<file path="config.mk">
export PLATFORM = sky130hd
export DESIGN_NAME = relay_spi_frame
export DESIGN_NICKNAME = d
export VERILOG_FILES = /design/src/verilog/relay_spi_frame.v
export VERILOG_INCLUDE_DIRS = /design/src /design/src/verilog
export SDC_FILE = /design/constraint.sdc
export NUM_CORES = 1
export LEC_CHECK = 0
export ABC_AREA = 1
export BUFFER_PORTS_ARGS = -buffer_cell sky130_fd_sc_hd__buf_2
export CAP_MARGIN = 20
export CORE_MARGIN = 2
export CORE_UTILIZATION = 29
export CTS_CLUSTER_SIZE = 8
export DETAILED_ROUTE_END_ITERATION = 16
export GPL_ROUTABILITY_DRIVEN = 0
export PLACE_DENSITY_LB_ADDON = 0.1
export SYNTH_ARGS = -nofsm -noshare
export SYNTH_HDL_FRONTEND = slang
export SYNTH_SLANG_ARGS = --single-unit
</file>
<file path="constraint.sdc">
create_clock -name ref_clk -period 2.1 [get_ports ref_clk]
set_clock_uncertainty 0.2 [all_clocks]
set_input_delay 0.21 -clock ref_clk [delete_from_list [all_inputs] [get_ports ref_clk]]
set_output_delay 0.21 -clock ref_clk [all_outputs]
set_load 0.1 [all_outputs]
</file>
<file path="src/verilog/relay_spi_consts.vh">
`ifndef RELAY_SPI_CONSTS_VH
`define RELAY_SPI_CONSTS_VH

// ----------------------------------------
// Serial frame layout
// ----------------------------------------
`define FRAME_BITS 8
`define FRM_OP_BIT 7
`define FRM_ADDR_HI 6
`define FRM_ADDR_LO 4
`define FRM_DATA_HI 3
`define FRM_DATA_LO 0
`define FRM_BANK_BIT 0
`define FRM_RDREG_BIT 1
`define BANK_CONTROL 1'b0
`define BANK_DIAGNOSIS_BANK 1'b1

// ----------------------------------------
// Standard diagnosis answer layout
// ----------------------------------------
`define SD_AWAKE_BIT 5
`define SD_LIMP_BIT 4

// ----------------------------------------
// Control bank addresses and command bits
// ----------------------------------------
`define CTRL_REG_COUNT 6
`define CMD_ADDR 3'h6
`define CMD_WAKE_BIT 3
`define CMD_STB_BIT 2
`define CMD_RST_BIT 1
`define CMD_CPL_BIT 0
`define CTRL_DEFAULT 4'h0
`define DIAGNOSIS_BANK_REG_COUNT 4

// ----------------------------------------
// Software register port map (byte addresses)
// ----------------------------------------
`define RA_CTRL 8'h00
`define RA_STATUS 8'h04
`define RA_MASK 8'h08
`define RA_LINK 8'h0c
`define RA_CTRLREGS 8'h10
`define CTRL_RELOAD_BIT 0
`define ST_FRAME_OK 0
`define ST_FRAME_ERR 1
`define ST_CTRL_WRITE 2
`define ST_COMMAND 3
`define ST_WIDTH 4

`endif

</file>
<file path="src/verilog/relay_spi_frame.v">
// Chosen here: the register addresses and the address-and-strobe port.
`include "relay_spi_consts.vh"

// Functional notes
// - Error flag on output before first clock rise
// - Flag zero when clock count nonzero multiple of eight
// - Flag one after failed frame or reset
// - Next frame shifts out the selected register
// - Command in answer frame still executes
// - Bank bit picks control or read-only diagnosis
// - Register pointer sits in bits 6:4
// - Four-bit payload sits in bits 3:0
// - Diagnosis answer: awake bit 5, alerts 3:0
// - Diagnosis bit 4 shows limp-home mode
// - Control defaults after reset, standby, reset command
// - Command bits self-clear; latch clear waits frame
module relay_spi_frame #(
   parameter ADDR_W = 8
) (
   input wire ref_clk,
   input wire rst_n,
   // Serial link pins
   input wire csN,
   input wire sclk,
   input wire si,
   output reg soData,
   output reg soEnN,
   // Device side
   input wire awakeIndication,
   input wire limpHomeActive,
   input wire [3:0] pairFailAlert,
   input wire [15:0] diagBankIn,
   output reg [23:0] controlBank,
   output reg clearLatchesBit,
   output reg standbyCommand,
   output reg wakeCommand,
   // Software port
   input wire [ADDR_W-1:0] regAddr,
   input wire [31:0] regWrData,
   input wire regWr,
   input wire regRd,
   output reg [31:0] regRdData,
   output reg irq
);

   // ----------------------------------------
   // Helpers
   // ----------------------------------------
   // Pick one nibble out of a packed bank
   function [3:0] nibbleOf;
      input [23:0] bank;
      input [2:0] idx;
      begin
         case (idx)
            3'h0: nibbleOf = bank[3:0];
            3'h1: nibbleOf = bank[7:4];
            3'h2: nibbleOf = bank[11:8];
            3'h3: nibbleOf = bank[15:12];
            3'h4: nibbleOf = bank[19:16];
            3'h5: nibbleOf = bank[23:20];
            default: nibbleOf = 4'h0;
         endcase
      end
   endfunction

   // ----------------------------------------
   // Pin synchronisers
   // ----------------------------------------
   reg [2:0] csSync_ff;
   reg [2:0] sclkSync_ff;
   reg [1:0] siSync_ff;

   // Chip select: two flops, third stage for edge finding only
   always @(posedge ref_clk or negedge rst_n) begin
      if (!rst_n) begin
         csSync_ff <= 3'h7;
      end else begin
         csSync_ff <= {csSync_ff[1:0], csN};
      end
   end

   // Serial clock: two flops, third stage for edge finding only
   always @(posedge ref_clk or negedge rst_n) begin
      if (!rst_n) begin
         sclkSync_ff <= 3'h0;
      end else begin
         sclkSync_ff <= {sclkSync_ff[1:0], sclk};
      end
   end

   // Serial data: two flops
   always @(posedge ref_clk or negedge rst_n) begin
      if (!rst_n) begin
         siSync_ff <= 2'h0;
      end else begin
         siSync_ff <= {siSync_ff[0], si};
      end
   end

   wire csLow = ~csSync_ff[1];
   wire csFall = csSync_ff[2] & ~csSync_ff[1];
   wire csRise = ~csSync_ff[2] & csSync_ff[1];
   wire sclkRise = csLow & ~sclkSync_ff[2] & sclkSync_ff[1];
   wire sclkFall = csLow & sclkSync_ff[2] & ~sclkSync_ff[1];
   wire siBit = siSync_ff[1];

   // ----------------------------------------
   // Frame state
   // ----------------------------------------
   reg [7:0] rxShift_ff;
   reg [7:0] txShift_ff;
   reg [7:0] clkCount_ff;
   reg terFlag_ff;
   reg rdPending_ff;
   reg rdBank_ff;
   reg [2:0] rdAddr_ff;
   reg [7:0] lastFrame_ff;
   reg reload_ff;
   reg [`ST_WIDTH-1:0] status_ff;
   reg [`ST_WIDTH-1:0] mask_ff;

   // ----------------------------------------
   // Frame decode
   // ----------------------------------------
   // Good frame: a nonzero multiple of eight clocks
   wire frameValid = (clkCount_ff[2:0] == 3'h0) && (clkCount_ff != 8'h0);
   wire isWrite = rxShift_ff[`FRM_OP_BIT];
   wire [2:0] rxAddr = rxShift_ff[`FRM_ADDR_HI:`FRM_ADDR_LO];
   wire [3:0] rxData = rxShift_ff[`FRM_DATA_HI:`FRM_DATA_LO];
   wire execFrame = csRise & frameValid;
   wire ctrlWrite = execFrame & isWrite & (rxAddr < `CMD_ADDR);
   wire cmdWrite = execFrame & isWrite & (rxAddr == `CMD_ADDR);
   wire cmdReload = cmdWrite & (rxData[`CMD_STB_BIT] | rxData[`CMD_RST_BIT]);

   // ----------------------------------------
   // Answer byte
   // ----------------------------------------
   // Read data or standard diagnosis for the coming frame
   reg [7:0] nxt_answer;
   reg [3:0] readNibble;
   always @* begin
      readNibble = 4'h0;
      nxt_answer = 8'h00;
      if (rdPending_ff) begin
         if (rdBank_ff == `BANK_DIAGNOSIS_BANK) begin
            if (rdAddr_ff < `DIAGNOSIS_BANK_REG_COUNT) begin
               readNibble = diagBankIn[rdAddr_ff[1:0]*4 +: 4];
            end
         end else begin
            readNibble = nibbleOf(controlBank, rdAddr_ff);
         end
         nxt_answer[`FRM_ADDR_HI:`FRM_ADDR_LO] = rdAddr_ff;
         nxt_answer[`FRM_DATA_HI:`FRM_DATA_LO] = readNibble;
      end else begin
         nxt_answer[`SD_AWAKE_BIT] = awakeIndication;
         nxt_answer[`SD_LIMP_BIT] = limpHomeActive;
         nxt_answer[3:0] = pairFailAlert;
      end
      nxt_answer[`FRM_OP_BIT] = terFlag_ff;
   end

   // ----------------------------------------
   // Shifting and output pin
   // ----------------------------------------
   // Past the eighth clock the output repeats the input, eight bits late
   wire chainBit = (clkCount_ff >= `FRAME_BITS) ? rxShift_ff[7] : txShift_ff[6];

   // Receive on clock rise, transmit on clock fall
   always @(posedge ref_clk or negedge rst_n) begin
      if (!rst_n) begin
         rxShift_ff <= 8'h00;
         txShift_ff <= 8'h00;
         clkCount_ff <= 8'h00;
         soData <= 1'b0;
         soEnN <= 1'b1;
      end else if (csFall) begin
         txShift_ff <= nxt_answer;
         soData <= nxt_answer[7];
         soEnN <= 1'b0;
         clkCount_ff <= 8'h00;
      end else if (csRise) begin
         soEnN <= 1'b1;
      end else begin
         if (sclkRise) begin
            rxShift_ff <= {rxShift_ff[6:0], siBit};
            if (clkCount_ff != 8'hff) begin
               clkCount_ff <= clkCount_ff + 8'h01;
            end
         end
         if (sclkFall) begin
            // Daisy chain: received bits follow our own answer
            txShift_ff <= {txShift_ff[6:0], 1'b0};
            soData <= chainBit;
         end
      end
   end

   // ----------------------------------------
   // Error flag and pending read
   // ----------------------------------------
   // Flag holds one until a good frame closes; a reload wins
   always @(posedge ref_clk or negedge rst_n) begin
      if (!rst_n) begin
         terFlag_ff <= 1'b1;
      end else if (reload_ff) begin
         terFlag_ff <= 1'b1;
      end else if (csRise) begin
         terFlag_ff <= ~frameValid;
      end
   end

   // A good read frame arms the answer of the next frame
   always @(posedge ref_clk or negedge rst_n) begin
      if (!rst_n) begin
         rdPending_ff <= 1'b0;
         rdBank_ff <= `BANK_CONTROL;
         rdAddr_ff <= 3'h0;
         lastFrame_ff <= 8'h00;
      end else if (csRise) begin
         lastFrame_ff <= rxShift_ff;
         if (frameValid && !isWrite && !reload_ff && rxShift_ff[`FRM_RDREG_BIT]) begin
            rdPending_ff <= 1'b1;
            rdBank_ff <= rxShift_ff[`FRM_BANK_BIT];
            rdAddr_ff <= rxAddr;
         end else begin
            rdPending_ff <= 1'b0;
         end
      end else if (reload_ff) begin
         rdPending_ff <= 1'b0;
      end
   end

   // ----------------------------------------
   // Control bank and commands
   // ----------------------------------------
   // Writes land in the control bank only
   always @(posedge ref_clk or negedge rst_n) begin
      if (!rst_n) begin
         controlBank <= {6{`CTRL_DEFAULT}};
      end else if (cmdReload || reload_ff) begin
         controlBank <= {6{`CTRL_DEFAULT}};
      end else if (ctrlWrite) begin
         controlBank[rxAddr*4 +: 4] <= rxData;
      end
   end

   // Command pulses last one clock
   always @(posedge ref_clk or negedge rst_n) begin
      if (!rst_n) begin
         standbyCommand <= 1'b0;
         wakeCommand <= 1'b0;
      end else begin
         standbyCommand <= cmdWrite & rxData[`CMD_STB_BIT];
         wakeCommand <= cmdWrite & rxData[`CMD_WAKE_BIT];
      end
   end

   // Latch clear waits for the next good frame; a new set wins
   always @(posedge ref_clk or negedge rst_n) begin
      if (!rst_n) begin
         clearLatchesBit <= 1'b0;
      end else if (cmdWrite && rxData[`CMD_CPL_BIT]) begin
         clearLatchesBit <= 1'b1;
      end else if (execFrame || reload_ff) begin
         clearLatchesBit <= 1'b0;
      end
   end

   // ----------------------------------------
   // Software register port
   // ----------------------------------------
   wire [`ST_WIDTH-1:0] events = {cmdWrite, ctrlWrite, csRise & ~frameValid, execFrame};
   wire wrStatus = regWr && (regAddr == `RA_STATUS);
   wire wrMask = regWr && (regAddr == `RA_MASK);
   wire wrCtrl = regWr && (regAddr == `RA_CTRL);
   // Link state word for software
   wire [31:0] linkWord = {7'h0, clearLatchesBit, clkCount_ff, lastFrame_ff,
                           2'h0, rdBank_ff, rdAddr_ff, rdPending_ff, terFlag_ff};

   // Sticky status, set beats write-one clear
   always @(posedge ref_clk or negedge rst_n) begin
      if (!rst_n) begin
         status_ff <= {`ST_WIDTH{1'b0}};
      end else if (wrStatus) begin
         status_ff <= (status_ff & ~regWrData[`ST_WIDTH-1:0]) | events;
      end else begin
         status_ff <= status_ff | events;
      end
   end

   // Interrupt mask, same layout as status
   always @(posedge ref_clk or negedge rst_n) begin
      if (!rst_n) begin
         mask_ff <= {`ST_WIDTH{1'b0}};
      end else if (wrMask) begin
         mask_ff <= regWrData[`ST_WIDTH-1:0];
      end
   end

   // Software reload strobe, one clock after the write
   always @(posedge ref_clk or negedge rst_n) begin
      if (!rst_n) begin
         reload_ff <= 1'b0;
      end else begin
         reload_ff <= wrCtrl && regWrData[`CTRL_RELOAD_BIT];
      end
   end

   // Level interrupt while an unmasked event is pending
   always @(posedge ref_clk or negedge rst_n) begin
      if (!rst_n) begin
         irq <= 1'b0;
      end else begin
         irq <= |(status_ff & mask_ff);
      end
   end

   // Read multiplexer, zero when no read
   reg [31:0] nxt_rdData;
   always @* begin
      nxt_rdData = 32'h0;
      if (regRd) begin
         case (regAddr)
            `RA_STATUS: nxt_rdData = {28'h0, status_ff};
            `RA_MASK: nxt_rdData = {28'h0, mask_ff};
            `RA_LINK: nxt_rdData = linkWord;
            `RA_CTRLREGS: nxt_rdData = {8'h0, controlBank};
            default: nxt_rdData = 32'h0;
         endcase
      end
   end

   // Read data one cycle after the strobe
   always @(posedge ref_clk or negedge rst_n) begin
      if (!rst_n) begin
         regRdData <= 32'h0;
      end else begin
         regRdData <= nxt_rdData;
      end
   end

endmodule // relay_spi_frame

</file>
==> impl_results.md, run 1 <==
- Seq/Total Area, Yosys: 0.4959
- Io pins: 131
- DP HPWL: 13770 um
- Die height: 141.9 um
- Rows: 50
- Synth cell count leaders: 177 x nand2_1, 104 x dfrtp_1, 85 x nor2_1
- Core Area: 18710 um^2
- Final Hold Violating Endpoints: 0
- Power per cell area: 760.2 nW/um^2
- Worst Path Max Fanout: 5
- Post-route ant nets: 0
- VDD IR-drop max: 0.3968 mV
- Worst hold path class: in2reg
- Synth top area cells: dfrtp_1 47%, nand2_1 12%, nor2_1 5.8%, nand3_1 5.0%, o21ai_0 4.2%
- Clk sinks: 109
- Worst r2r dst: controlBank[20]$_DFFE_PN0P_
- Skew-Pair Late Insertion Delay: 350 ps
- Hold depth: 5
- Synth Register Bits: 109
- PortBufs: 95
- Die area: 20130 um^2
- TritonCTS Buffers: 9
- Status: complete, no violations
- Syn. warnings: 0
- Final Max Tran Viols: 0
- CP startpoint kind: flop
- Reg2reg start: clkCount_ff[0]$_DFFE_PN0P_
- Cells on worst reg2reg path: 10
- Synth area leader: dfrtp_1
- H-Tree Depth: 3
- Fmax: 0.4993 GHz
- Vias per cell: 4.861
- Clock-pin slew on the worst setup and hold paths: 70 ps
- CTS Buffer Depth: 2
- Max-cap viol count: 0
- Drt wl/cell: 17.26 um
- Pre-antenna DRT Iters: 5
- Final setup viols: 0
- Detailed-route via count: 5172
- CTS tree: built
- Req. time, crit path: 2140 ps
- GRT overflow: 0
- WL final: 18360 um
- Hold_sp: pairFailAlert[3]
- Nets: 901
- Initial antenna violation count: 0
- Initial Util: 0.2947
- Async S/R FF share, synth: 1.000
- Post-synth EDFFs: 0
- DRT iter0 DRCs: 286
- Synthesized area per cell: 7.990 um^2
- Mapped Area: 5513 um^2
- Tightest Pin Transition: 674.0 ps
- Clk root buf: clkbuf_16
- Synth unique cells: 37
- Die width: 141.9 um
- Residual DRC: 0
- Final worst path period need: 2003 ps
- First-pass GRT wire length: 28290 um
- Total track usage: 0.1867
- Crit Path Category: reg2reg
- Reg2Reg Setup Slack: 100 ps
- Slew Limit Headroom: 0.5502
- Final core occ: 0.3693
- Static leakage: 3.398 nW
- CP Capture Type: flop
- Ys flop type: dfrtp_1
- Synthesized instance count: 690
- Pin count of the biggest net entering global routing: 44
- Final Power: 5.252 mW
- Antenna diode instance count: 0
- WP data arrival: 2050 ps
- Vias in the first global route: 5025
- Crit share post-route: 0.9537
- Layout area overhead: 25.31%
- Share of layout cells above drive strength 1: 0.2458
- Yosys top cell area share: 0.4721
- Count leader, synth: nand2_1
- WHS Endpoint: txShift_ff[3]$_DFFE_PN0P_
## critical path, cell delays in order (launching register included)
cell,delay [ps]
dfrtp_1,390
inv_1,80
ha_1,140
inv_1,60
nor2_4,110
nand2_2,90
nor3_4,340
buf_4,180
nand2_2,70
o21ai_0,160
nor2_1,60
## what timing repair did
item | in CTS | in global routing
hold endpoints to repair | 41 | 0
pin swaps | 0 | 5
resized for setup | 1 | 17
setup buffers | 0 | 7
hold buffers | 12 | 0
setup endpoints to repair | 13 | 25
## area by class of cell
cell class              count  area [um^2]
repair buffers            149        950.9
fillers                  1970        11800
flip-flops and latches    109         2734
clock buffers              13        240.2
well taps                 234        292.8
inverters                  60        225.2
clock inverters             3        22.52
multi-input cells         496         2442
## flip-flops by register name (all words and copies together) (netlist names), 4 cells and up
register      cells
regRdData        25
controlBank      24
clkCount_ff       8
lastFrame_ff      8
rxShift_ff        8
txShift_ff        7
mask_ff           4
status_ff         4
## metrics by stage
stage	hold WS (ps)	cells	area, um^2	setup TNS [ps]	setup slack (ps)
after global placement	4.301	1029	6417	-503.7	-45.41
after detailed placement	7.640	1029	6417	-496.1	-57.60
after CTS	3.502	1057	6805	0	15.87
final	11.70	1064	6908	0	97.22
after global routing	27.02	1064	6908	-8.648	-8.648
after floorplan	-285.6	696	5542	0	10.28
## power by group
group / switching (mW) / internal, mW
logic: 0.835 / 0.418
registers: 0.131 / 2.27
clock network: 0.785 / 0.811
total: 1.75 / 3.50
## placed cells by master (no fill, tap or decap), drive strengths merged, types with 2 or more instances in the layout
master and instances:
buf 136, dfrtp 104, inv 59, or2 3, ha 7, conb 7
nor4 2, a21oi 48, nor2 94, clkinv 4, nand4 19, nand2 181
xor2 2, dlygate4sd3 12, o21ai 60, dfstp 5, nand3 56, nor3 13
clkbuf 14
## how the worst max path moves through the flow
stage / from / endpoint / slack [ps]
after floorplan: rxShift_ff[4]$_DFFE_PN0P_ / controlBank[16]$_DFFE_PN0P_ / 10
after global placement: csSync_ff[2]$_DFF_PN1_ / controlBank[6]$_DFFE_PN0P_ / -50
after detailed placement: csSync_ff[2]$_DFF_PN1_ / controlBank[17]$_DFFE_PN0P_ / -60
after CTS: rxShift_ff[4]$_DFFE_PN0P_ / controlBank[5]$_DFFE_PN0P_ / 20
after global routing: clkCount_ff[1]$_DFFE_PN0P_ / controlBank[20]$_DFFE_PN0P_ / -9
final: clkCount_ff[0]$_DFFE_PN0P_ / controlBank[20]$_DFFE_PN0P_ / 100
## per-layer routing
layer	wire length (um)	vias to the layer above	GRT usage	part of all wire
met5	0	-	0	0
li1	-	2499	-	-
met1	8204	2521	0.2479	0.45
met4	265	0	0.04947	0.014
met2	8913	132	0.3112	0.49
met3	979	20	0.03881	0.053
## kinds of logic (layout without fill, tap and decap cells)
family,Yosys count,after routing,synth area share
adder cells (fa/ha/maj),7,7,0.01589
buffers and inverters,91,225,0.07603
XOR/XNOR,2,2,0.003178
AO/OA/AOI/OAI,111,111,0.1069
flip-flops,109,109,0.4959
other,1,7,0.0006802
AND/OR/NAND/NOR,369,369,0.3014
Power figures use the tool's default switching activity.
==> inputs of run 2 (changes only) <==
Settings changed: REMOVE_ABC_BUFFERS set to 1.
Clock period 2.1 ns to 1.62 ns, I/O delays scaled along.
==> run 2 against run 1 <==
The flow now finishes with violations (setup timing). Sequential cell count did not move. Sequential power is 31% higher. Power rose by 56%.
==> impl_results.md, run 2 (synthesis results as in run 1) <==
- Fin Setup TNS: -10900 ps (-10900 ps)
- Slowest CP cell: dfstp_2
- Top routing layer used: met4
- Io pins: 131 (unchanged)
- Switching portion of total power: 0.3553 (+0.02185)
- Max-cap viol count: 0 (unchanged)
- Most frequent cells in the layout: 136 x nand2_1, 109 x buf_4, 103 x dfrtp_1, 69 x buf_2, 65 x nor2_1
- WL final: 20590 um (+12%)
- Non-Filler Instances: 1168 (+9.8%)
- Power per cell area: 906.9 nW/um^2 (+19%)
- Filler cell count in the final layout: 1724 (-12%)
- Worst Path Buf+Inv: 3 (unchanged)
- Metal3 WL: 783 um (-20%)
- Skew-Pair Late Insertion Delay: 370 ps (+20 ps)
- TritonCTS Buffers: 9 (unchanged)
- Most common cell after layout, fill and taps aside: nand2_1
- First-pass GRT wire length: 31670 um (+12%)
- Rows: 50 (unchanged)
- Worst Path Max Fanout: 6 (+1)
- Design Area, Final: 9047 um^2 (+31%)
- Origin of the worst setup path: csSync_ff[2]$_DFF_PN1_
- H-Tree Depth: 3 (unchanged)
- Initial Util: 0.2947 (unchanged)
- RSZ-0062 raised after global routing: true
- DRT iter0 DRCs: 316 (+10%)
- Register name with the most flops: regRdData
- Vias per cell: 4.838 (-0.47%)
- DP HPWL: 14480 um (+5.2%)
- Req. time, crit path: 1710 ps (-430 ps)
- Reg2Reg Setup Slack: -250 ps (-350 ps)
- Die width: 141.9 um (unchanged)
- Crit share post-route: 1.156 (+0.2024)
- VDD IR-drop max: 0.6280 mV (+58%)
- PnR worst setup slack: -253.0 ps (-350.2 ps)
- GRT overflow: 0 (unchanged)
- Core Area: 18710 um^2 (unchanged)
- Pint: 5.290 mW (+51%)
- Worst hold path class: in2reg
- Residual DRC: 0 (unchanged)
- CP Capture Type: flop
- Clock share of power: 0.291 (-0.013)
- Pin count of the biggest net entering global routing: 39 (-11%)
- Crit Path Category: reg2reg
- Clk root buf: clkbuf_16
- Initial antenna violation count: 0 (unchanged)
- Status: finished, violations left
- Regs by FF count: regRdData (25), controlBank (24)
- Die area: 20130 um^2 (unchanged)
- Clk sinks: 109 (unchanged)
- Die height: 141.9 um (unchanged)
- Static leakage: 4.263 nW (+25%)
- Inst Count DP: 1098 (+6.7%)
- Vias in the first global route: 5646 (+12%)
- Ordered list of cells on the worst path: inv_2 -> ha_4 -> nand2_4 -> inv_4 -> nand4_4 -> nor2_4 -> nor2_4 -> clkinvlp_4 -> a21oi_2
- WP data arrival: 1970 ps (-80 ps)
- Met1 Routed Length: 9297 um (+13%)
- PortBufs: 95 (unchanged)
- Crit path top cell by count: nor2_4
- Final Hold Violating Endpoints: 0 (unchanged)
- Switching power: 2.915 mW (+66%)
- Failing checks: setup timing
- CP startpoint kind: flop
- Drt wl/cell: 17.63 um (+2.2%)
- Combinational power share: 0.327 (+0.088)
- Top cell family by delay on the critical path: flip-flops
- Final setup viols: 65 (+65)
- Fmax: 0.5339 GHz (+6.9%)
- Sequential share of power: 0.382 (-0.075)
- Antenna diode instance count: 0 (unchanged)
- Post-route ant nets: 0 (unchanged)
- Area post-placement: 7246 um^2 (+13%)
- Share of layout cells above drive strength 1: 0.4872 (+0.2414)
- Clock-pin slew on the worst setup and hold paths: 80 ps (about the same)
- Pre-antenna DRT Iters: 4 (-1)
- Nets: 1005 (+12%)
- Reg2reg start: csSync_ff[2]$_DFF_PN1_
- Final worst path period need: 1873 ps (-129.8 ps)
- Crit-path max cell delay: 540 ps (+150 ps)
- CTS tree: built
- Detailed-route via count: 5651 (+9.3%)
- Routed length on met2: 9946 um (+12%)
- Total track usage: 0.2059 (+0.01918)
- Final Max Tran Viols: 0 (unchanged)
- CTS Buffer Depth: 2 (unchanged)
- Max reg flops: 25 (unchanged)
- Layout area overhead: 64.12%
- Hold_sp: pairFailAlert[1]
- Fin Hold WS: 19.36 ps (+7.661 ps)
==> run 2: cell types whose count changed in the layout (fill, tap and decap cells not counted), moves of 21 or more <==
cell and change:
buf_4 +70, nand2_1 -40, o21ai_0 -34, a21oi_1 -26, buf_2 -25, a21oi_2 +24, buf_12 +23, buf_6 +21
nand2_2 +21, o21ai_2 +21
==> run 2: per-layer routing <==
layer,up-vias,GRT usage
li1,2725,-
met1,2749,0.2837
met5,-,0
met4,0,0.07211
met2,143,0.3357
met3,34,0.02497
==> run 2: final timing paths <==
kind | end | depth (start not counted)
setup reg to reg | controlBank[8]$_DFFE_PN0P_ | 9
max in group asynchronous | csSync_ff[1]$_DFF_PN1_ | 3
setup / recovery | controlBank[8]$_DFFE_PN0P_ | 9
hold reg to reg | sclkSync_ff[1]$_DFF_PN0_ | 0
hold / removal | txShift_ff[1]$_DFFE_PN0P_ | 5
min in group asynchronous | mask_ff[2]$_DFFE_PN0P_ | 2
==> run 2: layout make-up <==
type                    count  area (um^2)  area share
clock inverters             7        85.08    0.009404
repair inverters            1        7.507   0.0008298
repair buffers            249         2226      0.2460
well taps                 234        292.8     0.03236
clock buffers               9        225.2     0.02489
flip-flops and latches    109         2735      0.3023
inverters                  60        260.3     0.02877
multi-input cells         499         3216      0.3554
==> run 2: timing repair <==
item / CTS / global route
buffers inserted: 23 / 12
pin swaps: 32 / 41
setup endpoints to repair: 76 / 69
hold buffers: 16 / 0
resized for setup: 160 / 153
cloned: 6 / 1
hold endpoints to repair: 122 / 0
==> run 2: tightest hold or removal path, stage by stage <==
cell	delay [ps]
buf_2	80
nor2_1	50
nor2_4	100
nand2_2	50
a21oi_2	100
==> run 2: power groups by stage <==
stage | logic (mW) | clock network [mW] | registers [mW]
6_report | 2.68 | 2.39 | 3.14
5_1_grt | 2.89 | 2.55 | 3.17
4_1_cts | 2.32 | 2.44 | 3.10
3_5_place_dp | 1.74 | 0 | 3.13
3_3_place_gp | 1.72 | 0 | 3.13
2_1_floorplan | 0.754 | 0 | 3.25
==> run 2: through the flow <==
| stage | utilization | total power, mW | setup slack (ps) |
|---|---|---|---|
| after floorplan | - | 4.005 | -418.6 |
| after global placement | 0.3874 | 4.854 | -481.2 |
| after detailed placement | 0.3874 | 4.876 | -503.4 |
| after CTS | 0.4528 | 7.858 | -255.1 |
| after global routing | 0.4837 | 8.603 | -327.5 |
| final | 0.4837 | 8.205 | -253.0 |
